## src/core/pulse_counter_pkg.sv

```systemverilog
// Purpose: Constants and types for the pulse counter channel control block
// Assumes: One clock domain, registers reached over Avalon-MM
// Notes:   Offsets are byte addresses of aligned 32-bit words
package pulse_counter_pkg;

    localparam int CNT_W  = 32;
    localparam int ADDR_W = 4;
    localparam int CH_W   = 2;

    localparam logic [ADDR_W-1:0] OFF_CTRL   = 4'h0;
    localparam logic [ADDR_W-1:0] OFF_STATUS = 4'h4;
    localparam logic [ADDR_W-1:0] OFF_COUNT  = 4'h8;
    localparam logic [ADDR_W-1:0] OFF_IRQ_ST = 4'hC;
    // Mask sits in the upper half of the event word
    localparam int IRQ_MASK_POS = 16;

    localparam int CTRL_EN_BIT   = 0;
    localparam int CTRL_DIR_BIT  = 1;
    localparam int CTRL_EDGE_BIT = 2;
    localparam int CTRL_MODE_POS = 4;
    localparam int CTRL_CH_POS   = 8;

    localparam int ST_BUSY_BIT  = 0;
    localparam int ST_VALID_BIT = 1;
    localparam int ST_FAULT_BIT = 2;
    localparam int ST_CODE_POS  = 8;

    localparam int EV_START_BIT = 0;
    localparam int EV_FAULT_BIT = 1;
    localparam int EV_WRAP_BIT  = 2;
    localparam int EV_W         = 3;

    localparam logic [31:0] READ_ZERO = 32'h0000_0000;
    localparam logic [CNT_W-1:0] COUNT_RST = 32'h0000_0000;
    localparam logic [CNT_W-1:0] COUNT_ONE = 32'h0000_0001;

    typedef enum logic [1:0] {
        updown_mode                = 2'h0,
        updown_reset_mode          = 2'h1,
        updown_reset_enable_mode   = 2'h2,
        updown_reset_enable_mode_b = 2'h3
    } count_mode_e;

    typedef enum logic [3:0] {
        no_fault_code   = 4'h0,
        fault_bad_chan  = 4'h1,
        fault_bad_mode  = 4'h2
    } io_fault_enum_e;

    typedef enum logic [1:0] {
        ST_IDLE  = 2'b00,
        ST_ARM   = 2'b01,
        ST_RUN   = 2'b11,
        ST_FAULT = 2'b10
    } chan_state_e;

    typedef struct packed {
        logic           busy;
        logic           valid;
        logic           fault;
        io_fault_enum_e code;
    } chan_status_s;

endpackage

```

## src/core/pulse_counter_block.sv

```systemverilog
// Purpose: Control and counting for one high-speed pulse counter channel
// Assumes: Inputs synchronous to CLK; Avalon-MM slave, one wait state
// Notes:   Channel input edges detected per clock against the last sample
`timescale 1ns/10ps
module pulse_counter_block
    import pulse_counter_pkg::*;
#(
    parameter int NUM_CH = 4
)
(
    input  wire logic                 CLK,
    input  wire logic                 RST,
    input  wire logic [ADDR_W-1:0]    AVS_ADDRESS,
    input  wire logic                 AVS_READ,
    input  wire logic                 AVS_WRITE,
    input  wire logic [31:0]          AVS_WRITEDATA,
    input  wire logic [3:0]           AVS_BYTEENABLE,
    output logic      [31:0]          AVS_READDATA,
    output logic                      AVS_WAITREQUEST,
    input  wire logic [NUM_CH-1:0]    DIGITAL_INPUT,
    output logic                      IRQ
);

    ////////////////////////////////////////////////////////////////////////
    logic                  count_enable_r;
    logic                  dir_cfg_r;
    logic                  edge_cfg_r;
    count_mode_e           mode_cfg_r;
    logic [CH_W-1:0]       chan_cfg_r;
    logic                  count_direction_select;
    logic                  edge_polarity_select;
    logic [CH_W-1:0]       counter_channel_handle;
    logic                  en_d_r;
    chan_state_e           state_r;
    chan_status_s          stat_r;
    logic signed [CNT_W-1:0] count_r;
    logic signed [CNT_W-1:0] present_count_r;
    logic [NUM_CH-1:0]     in_d_r;
    logic [EV_W-1:0]       irq_st_r;
    logic [EV_W-1:0]       irq_mask_r;
    logic [EV_W-1:0]       ev;
    logic                  ack_r;
    logic                  en_rise;
    logic                  en_fall;
    logic                  bad_chan;
    logic                  pulse;
    logic                  cur_in;
    logic                  prev_in;
    logic                  wrap;
    logic [CNT_W-1:0]      count_nxt;
    logic                  wr_ctrl;
    logic                  wr_irq;

    ////////////////////////////////////////////////////////////////////////
    // Bus slave: one wait state, then answer
    always_ff @(posedge CLK or posedge RST)
    begin
        if (RST)
            ack_r <= 1'b0;
        else
            ack_r <= (AVS_READ | AVS_WRITE) & ~ack_r;
    end

    always_ff @(posedge CLK or posedge RST)
    begin
        if (RST)
            AVS_WAITREQUEST <= 1'b1;
        else
            AVS_WAITREQUEST <= ~((AVS_READ | AVS_WRITE) & ~ack_r);
    end

    assign wr_ctrl = AVS_WRITE & ack_r & (AVS_ADDRESS == OFF_CTRL);
    assign wr_irq  = AVS_WRITE & ack_r & (AVS_ADDRESS == OFF_IRQ_ST);

    always_ff @(posedge CLK or posedge RST)
    begin
        if (RST)
        begin
            count_enable_r <= 1'b0;
            dir_cfg_r      <= 1'b0;
            edge_cfg_r     <= 1'b0;
            mode_cfg_r     <= updown_mode;
            chan_cfg_r     <= '0;
        end
        else if (wr_ctrl)
        begin
            if (AVS_BYTEENABLE[0])
            begin
                count_enable_r <= AVS_WRITEDATA[CTRL_EN_BIT];
                dir_cfg_r      <= AVS_WRITEDATA[CTRL_DIR_BIT];
                edge_cfg_r     <= AVS_WRITEDATA[CTRL_EDGE_BIT];
                mode_cfg_r     <= count_mode_e'(AVS_WRITEDATA[CTRL_MODE_POS +: 2]);
            end
            if (AVS_BYTEENABLE[1])
                chan_cfg_r <= AVS_WRITEDATA[CTRL_CH_POS +: CH_W];
        end
    end

    always_ff @(posedge CLK or posedge RST)
    begin
        if (RST)
            AVS_READDATA <= READ_ZERO;
        else if (AVS_READ & ~ack_r)
        begin
            case (AVS_ADDRESS)
                OFF_CTRL:   AVS_READDATA <= {22'h0, chan_cfg_r, 2'h0, mode_cfg_r,
                                             1'b0, edge_cfg_r, dir_cfg_r, count_enable_r};
                OFF_STATUS: AVS_READDATA <= {20'h0, stat_r.code, 5'h0, stat_r.fault,
                                             stat_r.valid, stat_r.busy};
                OFF_COUNT:  AVS_READDATA <= present_count_r;
                OFF_IRQ_ST: AVS_READDATA <= {13'h0, irq_mask_r, 13'h0, irq_st_r};
                default:    AVS_READDATA <= READ_ZERO;
            endcase
        end
    end

    ////////////////////////////////////////////////////////////////////////
    // Enable edges and latched settings
    assign en_rise = count_enable_r & ~en_d_r;
    assign en_fall = ~count_enable_r & en_d_r;

    always_ff @(posedge CLK or posedge RST)
    begin
        if (RST)
            en_d_r <= 1'b0;
        else
            en_d_r <= count_enable_r;
    end

    always_ff @(posedge CLK or posedge RST)
    begin
        if (RST)
        begin
            count_direction_select <= 1'b0;
            edge_polarity_select   <= 1'b0;
            counter_channel_handle <= '0;
        end
        else if (en_rise & ~stat_r.busy)
        begin
            count_direction_select <= dir_cfg_r;
            edge_polarity_select   <= edge_cfg_r;
            // Out of range channel never indexes the inputs
            if (!bad_chan)
                counter_channel_handle <= chan_cfg_r;
        end
    end

    assign bad_chan = (32'(chan_cfg_r) >= NUM_CH);

    ////////////////////////////////////////////////////////////////////////
    // Channel state and status flags
    always_ff @(posedge CLK or posedge RST)
    begin
        if (RST)
            state_r <= ST_IDLE;
        else
        begin
            case (state_r)
                ST_IDLE:  if (en_rise) state_r <= bad_chan ? ST_FAULT : ST_ARM;
                ST_ARM:   state_r <= count_enable_r ? ST_RUN : ST_IDLE;
                ST_RUN:   if (!count_enable_r) state_r <= ST_IDLE;
                ST_FAULT: if (en_fall) state_r <= ST_IDLE;
                default:  state_r <= ST_IDLE;
            endcase
        end
    end

    always_ff @(posedge CLK or posedge RST)
    begin
        if (RST)
            stat_r <= '{busy: 1'b0, valid: 1'b0, fault: 1'b0, code: no_fault_code};
        else
        begin
            // busy on rise, off on stop
            stat_r.busy <= (state_r == ST_IDLE) ? (en_rise & ~bad_chan)
                         : (state_r != ST_FAULT) & count_enable_r;
            stat_r.valid <= ((state_r == ST_ARM) | (state_r == ST_RUN)) & count_enable_r;
            if (state_r == ST_IDLE && en_rise && bad_chan)
            begin
                stat_r.fault <= 1'b1;
                stat_r.code  <= fault_bad_chan;
            end
            else if (en_fall)
            begin
                stat_r.fault <= 1'b0;
                stat_r.code  <= no_fault_code;
            end
        end
    end

    ////////////////////////////////////////////////////////////////////////
    // Counting
    always_ff @(posedge CLK or posedge RST)
    begin
        if (RST)
            in_d_r <= '0;
        else
            in_d_r <= DIGITAL_INPUT;
    end

    assign cur_in  = DIGITAL_INPUT[counter_channel_handle];
    assign prev_in = in_d_r[counter_channel_handle];
    assign pulse = edge_polarity_select ? (prev_in & ~cur_in) : (~prev_in & cur_in);
    assign count_nxt = count_direction_select ? count_r - COUNT_ONE : count_r + COUNT_ONE;
    assign wrap = count_direction_select ? (count_r == {1'b1, {(CNT_W-1){1'b0}}})
                                         : (count_r == {1'b0, {(CNT_W-1){1'b1}}});

    always_ff @(posedge CLK or posedge RST)
    begin
        if (RST)
            count_r <= COUNT_RST;
        else if (stat_r.busy & count_enable_r & (state_r != ST_FAULT) & pulse)
            count_r <= count_nxt;
    end

    always_ff @(posedge CLK or posedge RST)
    begin
        if (RST)
            present_count_r <= COUNT_RST;
        else if (stat_r.valid)
            present_count_r <= count_r;
    end

    ////////////////////////////////////////////////////////////////////////
    // Interrupts: set beats clear
    assign ev[EV_START_BIT] = en_rise & ~stat_r.busy & ~bad_chan;
    assign ev[EV_FAULT_BIT] = (state_r == ST_IDLE) & en_rise & bad_chan;
    assign ev[EV_WRAP_BIT]  = stat_r.busy & count_enable_r & pulse & wrap;

    always_ff @(posedge CLK or posedge RST)
    begin
        if (RST)
        begin
            irq_st_r   <= '0;
            irq_mask_r <= '0;
        end
        else
        begin
            irq_st_r <= ev | (irq_st_r & ~(wr_irq ? AVS_WRITEDATA[EV_W-1:0] : '0));
            if (wr_irq & AVS_BYTEENABLE[2])
                irq_mask_r <= AVS_WRITEDATA[IRQ_MASK_POS +: EV_W];
        end
    end

    always_ff @(posedge CLK or posedge RST)
    begin
        if (RST)
            IRQ <= 1'b0;
        else
            IRQ <= |(irq_st_r & irq_mask_r);
    end

    ////////////////////////////////////////////////////////////////////////
    // Checks
    a_busy_rise: assert property (@(posedge CLK) disable iff (RST)
        (state_r == ST_IDLE && en_rise && !bad_chan) |=> stat_r.busy)
        else $error("busy did not rise on enable");
    a_busy_drop: assert property (@(posedge CLK) disable iff (RST)
        (!count_enable_r && state_r != ST_IDLE) |=> !stat_r.busy)
        else $error("busy held after enable dropped");
    a_valid_after: assert property (@(posedge CLK) disable iff (RST)
        $rose(stat_r.valid) |-> $past(stat_r.busy))
        else $error("valid rose without prior busy");
    a_fault_clear: assert property (@(posedge CLK) disable iff (RST)
        en_fall |=> (!stat_r.fault && stat_r.code == no_fault_code))
        else $error("fault not cleared on enable fall");
    a_count_track: assert property (@(posedge CLK) disable iff (RST)
        stat_r.valid |=> present_count_r == $past(count_r))
        else $error("present count not following");
    a_count_step: assert property (@(posedge CLK) disable iff (RST)
        (stat_r.busy && count_enable_r && pulse && !count_direction_select)
        |=> count_r == $past(count_r) + 32'sh1)
        else $error("count did not increment");
    a_fault_stop: assert property (@(posedge CLK) disable iff (RST)
        stat_r.fault |=> $stable(count_r))
        else $error("count moved under fault");
    a_cfg_hold: assert property (@(posedge CLK) disable iff (RST)
        (stat_r.busy && !en_rise) |=> $stable(count_direction_select) && $stable(edge_polarity_select))
        else $error("settings changed while counting");
    a_count_down: assert property (@(posedge CLK) disable iff (RST)
        (stat_r.busy && count_enable_r && pulse && count_direction_select)
        |=> count_r == $past(count_r) - 32'sh1)
        else $error("count did not decrement");
    a_fault_idle: assert property (@(posedge CLK) disable iff (RST)
        stat_r.fault |-> (!stat_r.busy && !stat_r.valid))
        else $error("channel active while faulted");
    c_count_up: cover property (@(posedge CLK) disable iff (RST)
        stat_r.valid && pulse && !count_direction_select);
    c_count_dn: cover property (@(posedge CLK) disable iff (RST)
        stat_r.valid && pulse && count_direction_select);
    c_fault: cover property (@(posedge CLK) disable iff (RST) $rose(stat_r.fault));
    c_irq: cover property (@(posedge CLK) disable iff (RST) $rose(IRQ));

endmodule // pulse_counter_block

```

## config.mk

```make
export PLATFORM = sky130hd
export DESIGN_NAME = pulse_counter_block
export DESIGN_NICKNAME = d
export VERILOG_FILES = /design/src/core/pulse_counter_pkg.sv /design/src/core/pulse_counter_block.sv
export SDC_FILE = /design/constraint.sdc
export NUM_CORES = 1
export LEC_CHECK = 0
export BUFFER_PORTS_ARGS = -buffer_cell sky130_fd_sc_hd__buf_2
export CORE_MARGIN = 2
export CORE_UTILIZATION = 60
export CTS_BUF_LIST = sky130_fd_sc_hd__clkbuf_2 sky130_fd_sc_hd__clkbuf_4 sky130_fd_sc_hd__clkbuf_8
export CTS_CLUSTER_SIZE = 14
export DETAILED_ROUTE_END_ITERATION = 16
export PLACE_DENSITY = 0.86
export RECOVER_POWER = 25
export SLEW_MARGIN = 10
export SYNTH_ARGS = -nofsm -noshare
export SYNTH_HDL_FRONTEND = slang
export SYNTH_SLANG_ARGS = --single-unit
export TNS_END_PERCENT = 30
```

## constraint.sdc

```tcl
create_clock -name CLK -period 8.15 [get_ports CLK]
set_input_delay 1.63 -clock CLK [delete_from_list [all_inputs] [get_ports CLK]]
set_output_delay 1.63 -clock CLK [all_outputs]
set_load 0.01 [all_outputs]
```

# Word level (Yosys, flattened, before mapping)
# Cells that the tools add are included.
# word_totals
regBits,125
inputBits,48
output_inout_bits,34
# classes
n_addsub,2
magnitude_cmp,1
n_eq_ne,12
muxes,15
bitwise_logic,31
reduce_logical,6
# ops
cell,n
32-bit one-hot mux with 4 select lines,1
"32-bit by 1-bit adder with 32-bit output, second input constant",1
"32-bit by 31-bit == test with 1-bit output, second input constant",1
"32-bit == test, second input constant",1
32-bit 2-to-1 mux,1
"32-bit by 1-bit subtractor with 32-bit output, second input constant",1
1-bit bitwise AND,18
"4-bit == test, second input constant",2
2-bit 2-to-1 mux,4
"2-bit inequality test, second input constant",4
2-bit one-hot mux with 4 select lines,1
1-bit NOT,7
3-bit bitwise AND,2
1-bit 2-to-1 mux,5
1-bit binary-select mux with 2-bit select,2
"2-bit == test, second input constant",2
"4-bit by 3-bit == test with 1-bit output, second input constant",1
4-bit zero test,1
2-bit AND reduction,2
"2-bit by 3-bit < comparator with 1-bit output, second input constant",1
3-bit 2-to-1 mux,1
3-bit NOT,1
3-bit bitwise OR,1
3-bit AND reduction,1
other kinds (4),5

# Depth between registers and ports, before layout
# logic_depth
ltp_word,8
depth_mapped,9
depth_no_buf,8

# Worst setup path before layout
# OpenSTA, ideal clock, no wires.
# synth_timing
kind,input port to flip-flop
startpoint,input port DIGITAL_INPUT[3]
endpoint,register count_r[24]
setup_ns,0.069
arrival_time_ns,3.195
required_time_ns,8.081
path_slack_ns,4.886
path_stages,6
cell_sequence,mux4_2 and3b_1 a21oi_1 a211o_4 or4_1 nand3_1
# synth_via
elab_chain_cells,6
elab_cells_between_ends,7
cone_classes,mux: 3; bitwise: 4
# synth_lines
item,line_no,text
from (decl),pulse_counter_block.sv:20,"input wire logic [NUM_CH-1:0] DIGITAL_INPUT,"
1-bit binary-select mux with 2-bit select *,pulse_counter_block.sv:201,assign cur_in = DIGITAL_INPUT[counter_channel_handle];
1-bit 2-to-1 mux (not written as such) *,pulse_counter_block.sv:201,
1-bit NOT,pulse_counter_block.sv:203,assign pulse = edge_polarity_select ? (prev_in & ~cur_in) : (~prev_in & cur_in);
1-bit bitwise AND,pulse_counter_block.sv:203,
1-bit 2-to-1 mux *,pulse_counter_block.sv:203,
1-bit bitwise AND *,pulse_counter_block.sv:212,else if (stat_r.busy & count_enable_r & (state_r != ST_FAULT) & pulse)
to (signal assigned),pulse_counter_block.sv:213,count_r <= count_nxt;
to (decl),pulse_counter_block.sv:36,logic signed [CNT_W-1:0] count_r;
# Mark *: on every way between the ends. The rest lies on a longest branch, timed or not. The select of a mux whose other input is x is not followed.
# A chain may end at the register's enable or synchronous reset.

==> metrics.md <==
| Metric | Value |
|---|---|
| Status | `complete, but fails checks` |
| Failing checks | `max-capacitance violations, max-slew violations` |
| Post-Syn Instances | `601` |
| Post-route ant nets | `0` |
| Critical Path RT | `8.58 ns` |
| Number of iterations in the first detailed-routing pass | `5` |
| CP endpoint kind | `asynchronous set/reset pin` |
| # diodes | `0` |
| Async set-reset flop share out of synthesis | `100%` |
| Gate power share | `18.5%` |
| Post-Route WL | `14200 um` |
| Crit Path Category | `in -> async` |
| Syn_nets | `680` |
| Nets | `732` |
| CTS max path bufs | `2` |
| CP Cell Sequence | `buf_2 -> clkinvlp_2 -> buf_4` |
| DR vias/cell | `6.04` |
| Initial DRC Count | `255` |
| Simple-Gate Fraction of Synth Area | `10.1%` |
| RSZ-0062 raised after global routing | `false` |
| Core Util, Final | `70.1%` |
| Worst-margin pin slew | `1.98 ns` |
| Number of enable flip-flop cells after synthesis | `0` |
| Core area | `0.0104 mm2` |
| Total gr overflow | `0` |
| Total Die Area | `0.0117 mm2` |
| Pint | `1.10 mW` |
| Post-DP HPWL | `10100 um` |
| Hold Buf Count CTS | `0` |
| Critical Path Start Type | `primary input` |
| # rows | `37` |
| Slew Limit Fails | `82` |
| Post-synthesis adder-cell area fraction | `6.10%` |
| Sw frac | `28.7%` |
| Gpl congestion | `0.927` |
| Critical path arrival | `3.84 ns` |
| CP max-delay cell | `clkinvlp_2` |
| Slew headroom | `-32.8%` |
| Pin count of the biggest net entering global routing | `80` |
| GRT Total Usage | `26.2%` |
| Compound-gate portion of the synthesized area | `18.5%` |
| Final hold vios | `0` |
| P&R area growth vs syn | `12.6%` |
| Fillers | `771` |
| Peak VDD IR | `0.000166 V` |
| Seq cells post-synth | `125` |
| Ratio of final minimum period to clock period | `41.8%` |
| Post-synthesis mux area share | `10.8%` |
| Post-cts repair resize count | `0` |
| Initial core utilization | `62.2%` |
| Clk Latency, worst-skew pair | `0.44 ns` |
| PwrDens | `212 mW/mm2` |
| Vias in the first global route | `4872` |
| First-pass GRT wire length | `23600 um` |
| Reg area | `0.00313 mm2` |
| Crit path buf inv count | `3` |
| Critical path peak fanout | `79` |
| Synth Flop Type | `dfrtp_1` |
| Xor/xnor share of the synthesized area | `3.78%` |
| Post-synthesis sequential area ratio | `48.3%` |
| Flop pwr share | `43.6%` |
| H-tree levels | `4` |
| CTS tree | `yes` |
| Via Count | `4841` |
| Final min period | `3.41 ns` |
| Port bufs | `58` |
| Max-Cap Viols | `2` |
| Hold Crit Class | `reg -> reg` |
| Clk pwr share | `38.0%` |
| CTS buffer count | `17` |
| YS warnings | `0` |
| Synthesized cell area | `0.00648 mm2` |
| Mean Syn Cell Area | `10.8 um2` |
| Count of cell types in the netlist | `57` |
| Initial antenna violation count | `0` |
| # IOs | `82` |
| Die width | `108 um` |
| Cell family with the largest share of critical-path delay | `buffers and inverters` |
| Routed wire length per instance | `17.7 um` |
| Postcts setup bufs | `0` |
| Drc violations | `0` |
| Largest family of logic cells by synthesized area | `compound AO/OA/AOI/OAI gates` |
| Area of the multi-input gates | `0.00320 mm2` |
| Setup tns final | `0 ns` |
| CTS root buffer | `clkbuf_8` |
| P_sw | `0.445 mW` |
| Final Skew | `0.00515 ns` |
| Reg clk slew, reported paths | `0.07 ns` |
| Layout cells sized above 1 | `22.1%` |
| Critical Path Max Stage Delay | `1.12 ns` |
| Leak pwr | `3.62 nW` |
| Clk sinks | `125` |
| Setup violators final | `0` |
| Die extent in y | `108 um` |
| Achievable Freq | `293 MHz` |
==> cells by family after synthesis <==
kind of cell / count (synthesis)
buffers and inverters: 40
adder cells (fa/ha/maj): 31
XOR/XNOR: 28
multiplexers: 59
flip-flops: 125
AO/OA/AOI/OAI: 175
AND/OR/NAND/NOR: 143
==> flip-flops by register name (all words and copies together) (netlist names), 3 cells and up <==
register,cells
AVS_READDATA,32
count_r,32
in_d_r,4
irq_mask_r,3
irq_st_r,3
present_count_r,32
==> metrics by stage <==
step           worst slack (ns)  hold WS, ns  cells  cell area [um2]  power [mW]
6_report                   4.74        0.477    802             7300        1.55
5_1_grt                    4.27        0.514    802             7300        1.62
3_5_place_dp               4.36        0.466    770             6870       0.968
2_1_floorplan              3.19        0.461    601             6480       0.896
3_3_place_gp               4.40        0.455    770             6870       0.954
4_1_cts                    4.84        0.480    802             7310        1.56
==> layer usage <==
metal / part of all wire [%] / wire length, um / GRT usage, %
met1: 43 / 6170 / 32.8
met2: 49 / 6980 / 43.7
met3: 5.1 / 720 / 7.23
met4: 2.3 / 331 / 9.52
met5: 0 / 0 / 0
==> cell usage in the layout, fill, tap and decap left out, drive strengths merged, types with 3 or more instances in the layout <==
master    instances
o21a              6
nand3            12
xnor2            13
o21ai            47
nand2            66
inv              10
and3              3
o211ai            6
mux2i             9
a21boi            4
buf              59
ha               30
a41oi             5
nand4             6
nor2             24
nand2b            3
o21bai            4
dfrtp           124
clkbuf           27
xor2             15
a21o             17
clkinvlp          4
a21oi            33
mux4              4
o31ai            11
nor3             11
a22o             25
or3               4
bufinv            3
mux2             46
==> path summary, 6_finish.rpt <==
path / from / to / slack [ns] / depth (start not counted)
worst max-delay path: RST / count_r[30] / 4.74 / 3
worst min-delay path: AVS_READDATA[8] / AVS_READDATA[8] / 0.48 / 2
worst max register to register: count_direction_select / count_r[21] / 4.92 / 9
worst min register to register: AVS_READDATA[8] / AVS_READDATA[8] / 0.48 / 2
max in group CLK: DIGITAL_INPUT[2] / count_r[21] / 4.82 / 7
min in group asynchronous: RST / AVS_READDATA[16] / 1.69 / 2
==> final cells by class <==
type                       count  area share [%]
multi-input combinational    436            43.8
clock buffer                  23            4.25
sequential                   125            42.9
tap                          136            2.33
timing repair buffer          63            4.39
clock inverter                 9            1.80
inverter                      10           0.531
==> cells in the mapped netlist (6+ instances only) <==
cell type	n	share of area, %
nor2_1	24	1.4
inv_1	10	0.58
nand2_1	66	3.8
dfrtp_1	124	48
mux2_2	46	8.0
mux2i_1	9	1.4
o211ai_1	6	0.69
xnor2_1	13	1.8
o21ai_0	47	3.6
ha_1	30	5.8
xor2_1	15	2.0
nor3_1	11	0.85
o21a_1	6	0.69
a21o_1	17	2.0
nand4_1	6	0.58
clkbuf_1	24	1.4
a21oi_1	33	2.5
o31ai_1	9	1.0
nand3_1	12	0.93
a22o_1	25	3.4
==> power by group through the flow <==
stage                     clock (mW)  combinational [mW]  sequential [mW]
final                          0.588               0.286            0.675
after global routing           0.626               0.318            0.678
after CTS                      0.598               0.284            0.674
after detailed placement           0               0.281            0.686
after global placement             0               0.271            0.683
after floorplan                    0               0.205            0.691
==> worst register-to-register path: stages, from the launching register on <==
cell and delay (ns):
dfrtp_1 0.37, buf_4 0.27, ha_1 0.44, o211ai_1 0.14, o211ai_1 0.30, a21oi_1 0.15
nor3_1 0.64, a31oi_1 0.25, or4_1 0.51, nand3_1 0.10
No activity file was read; power rests on OpenSTA's default activity.
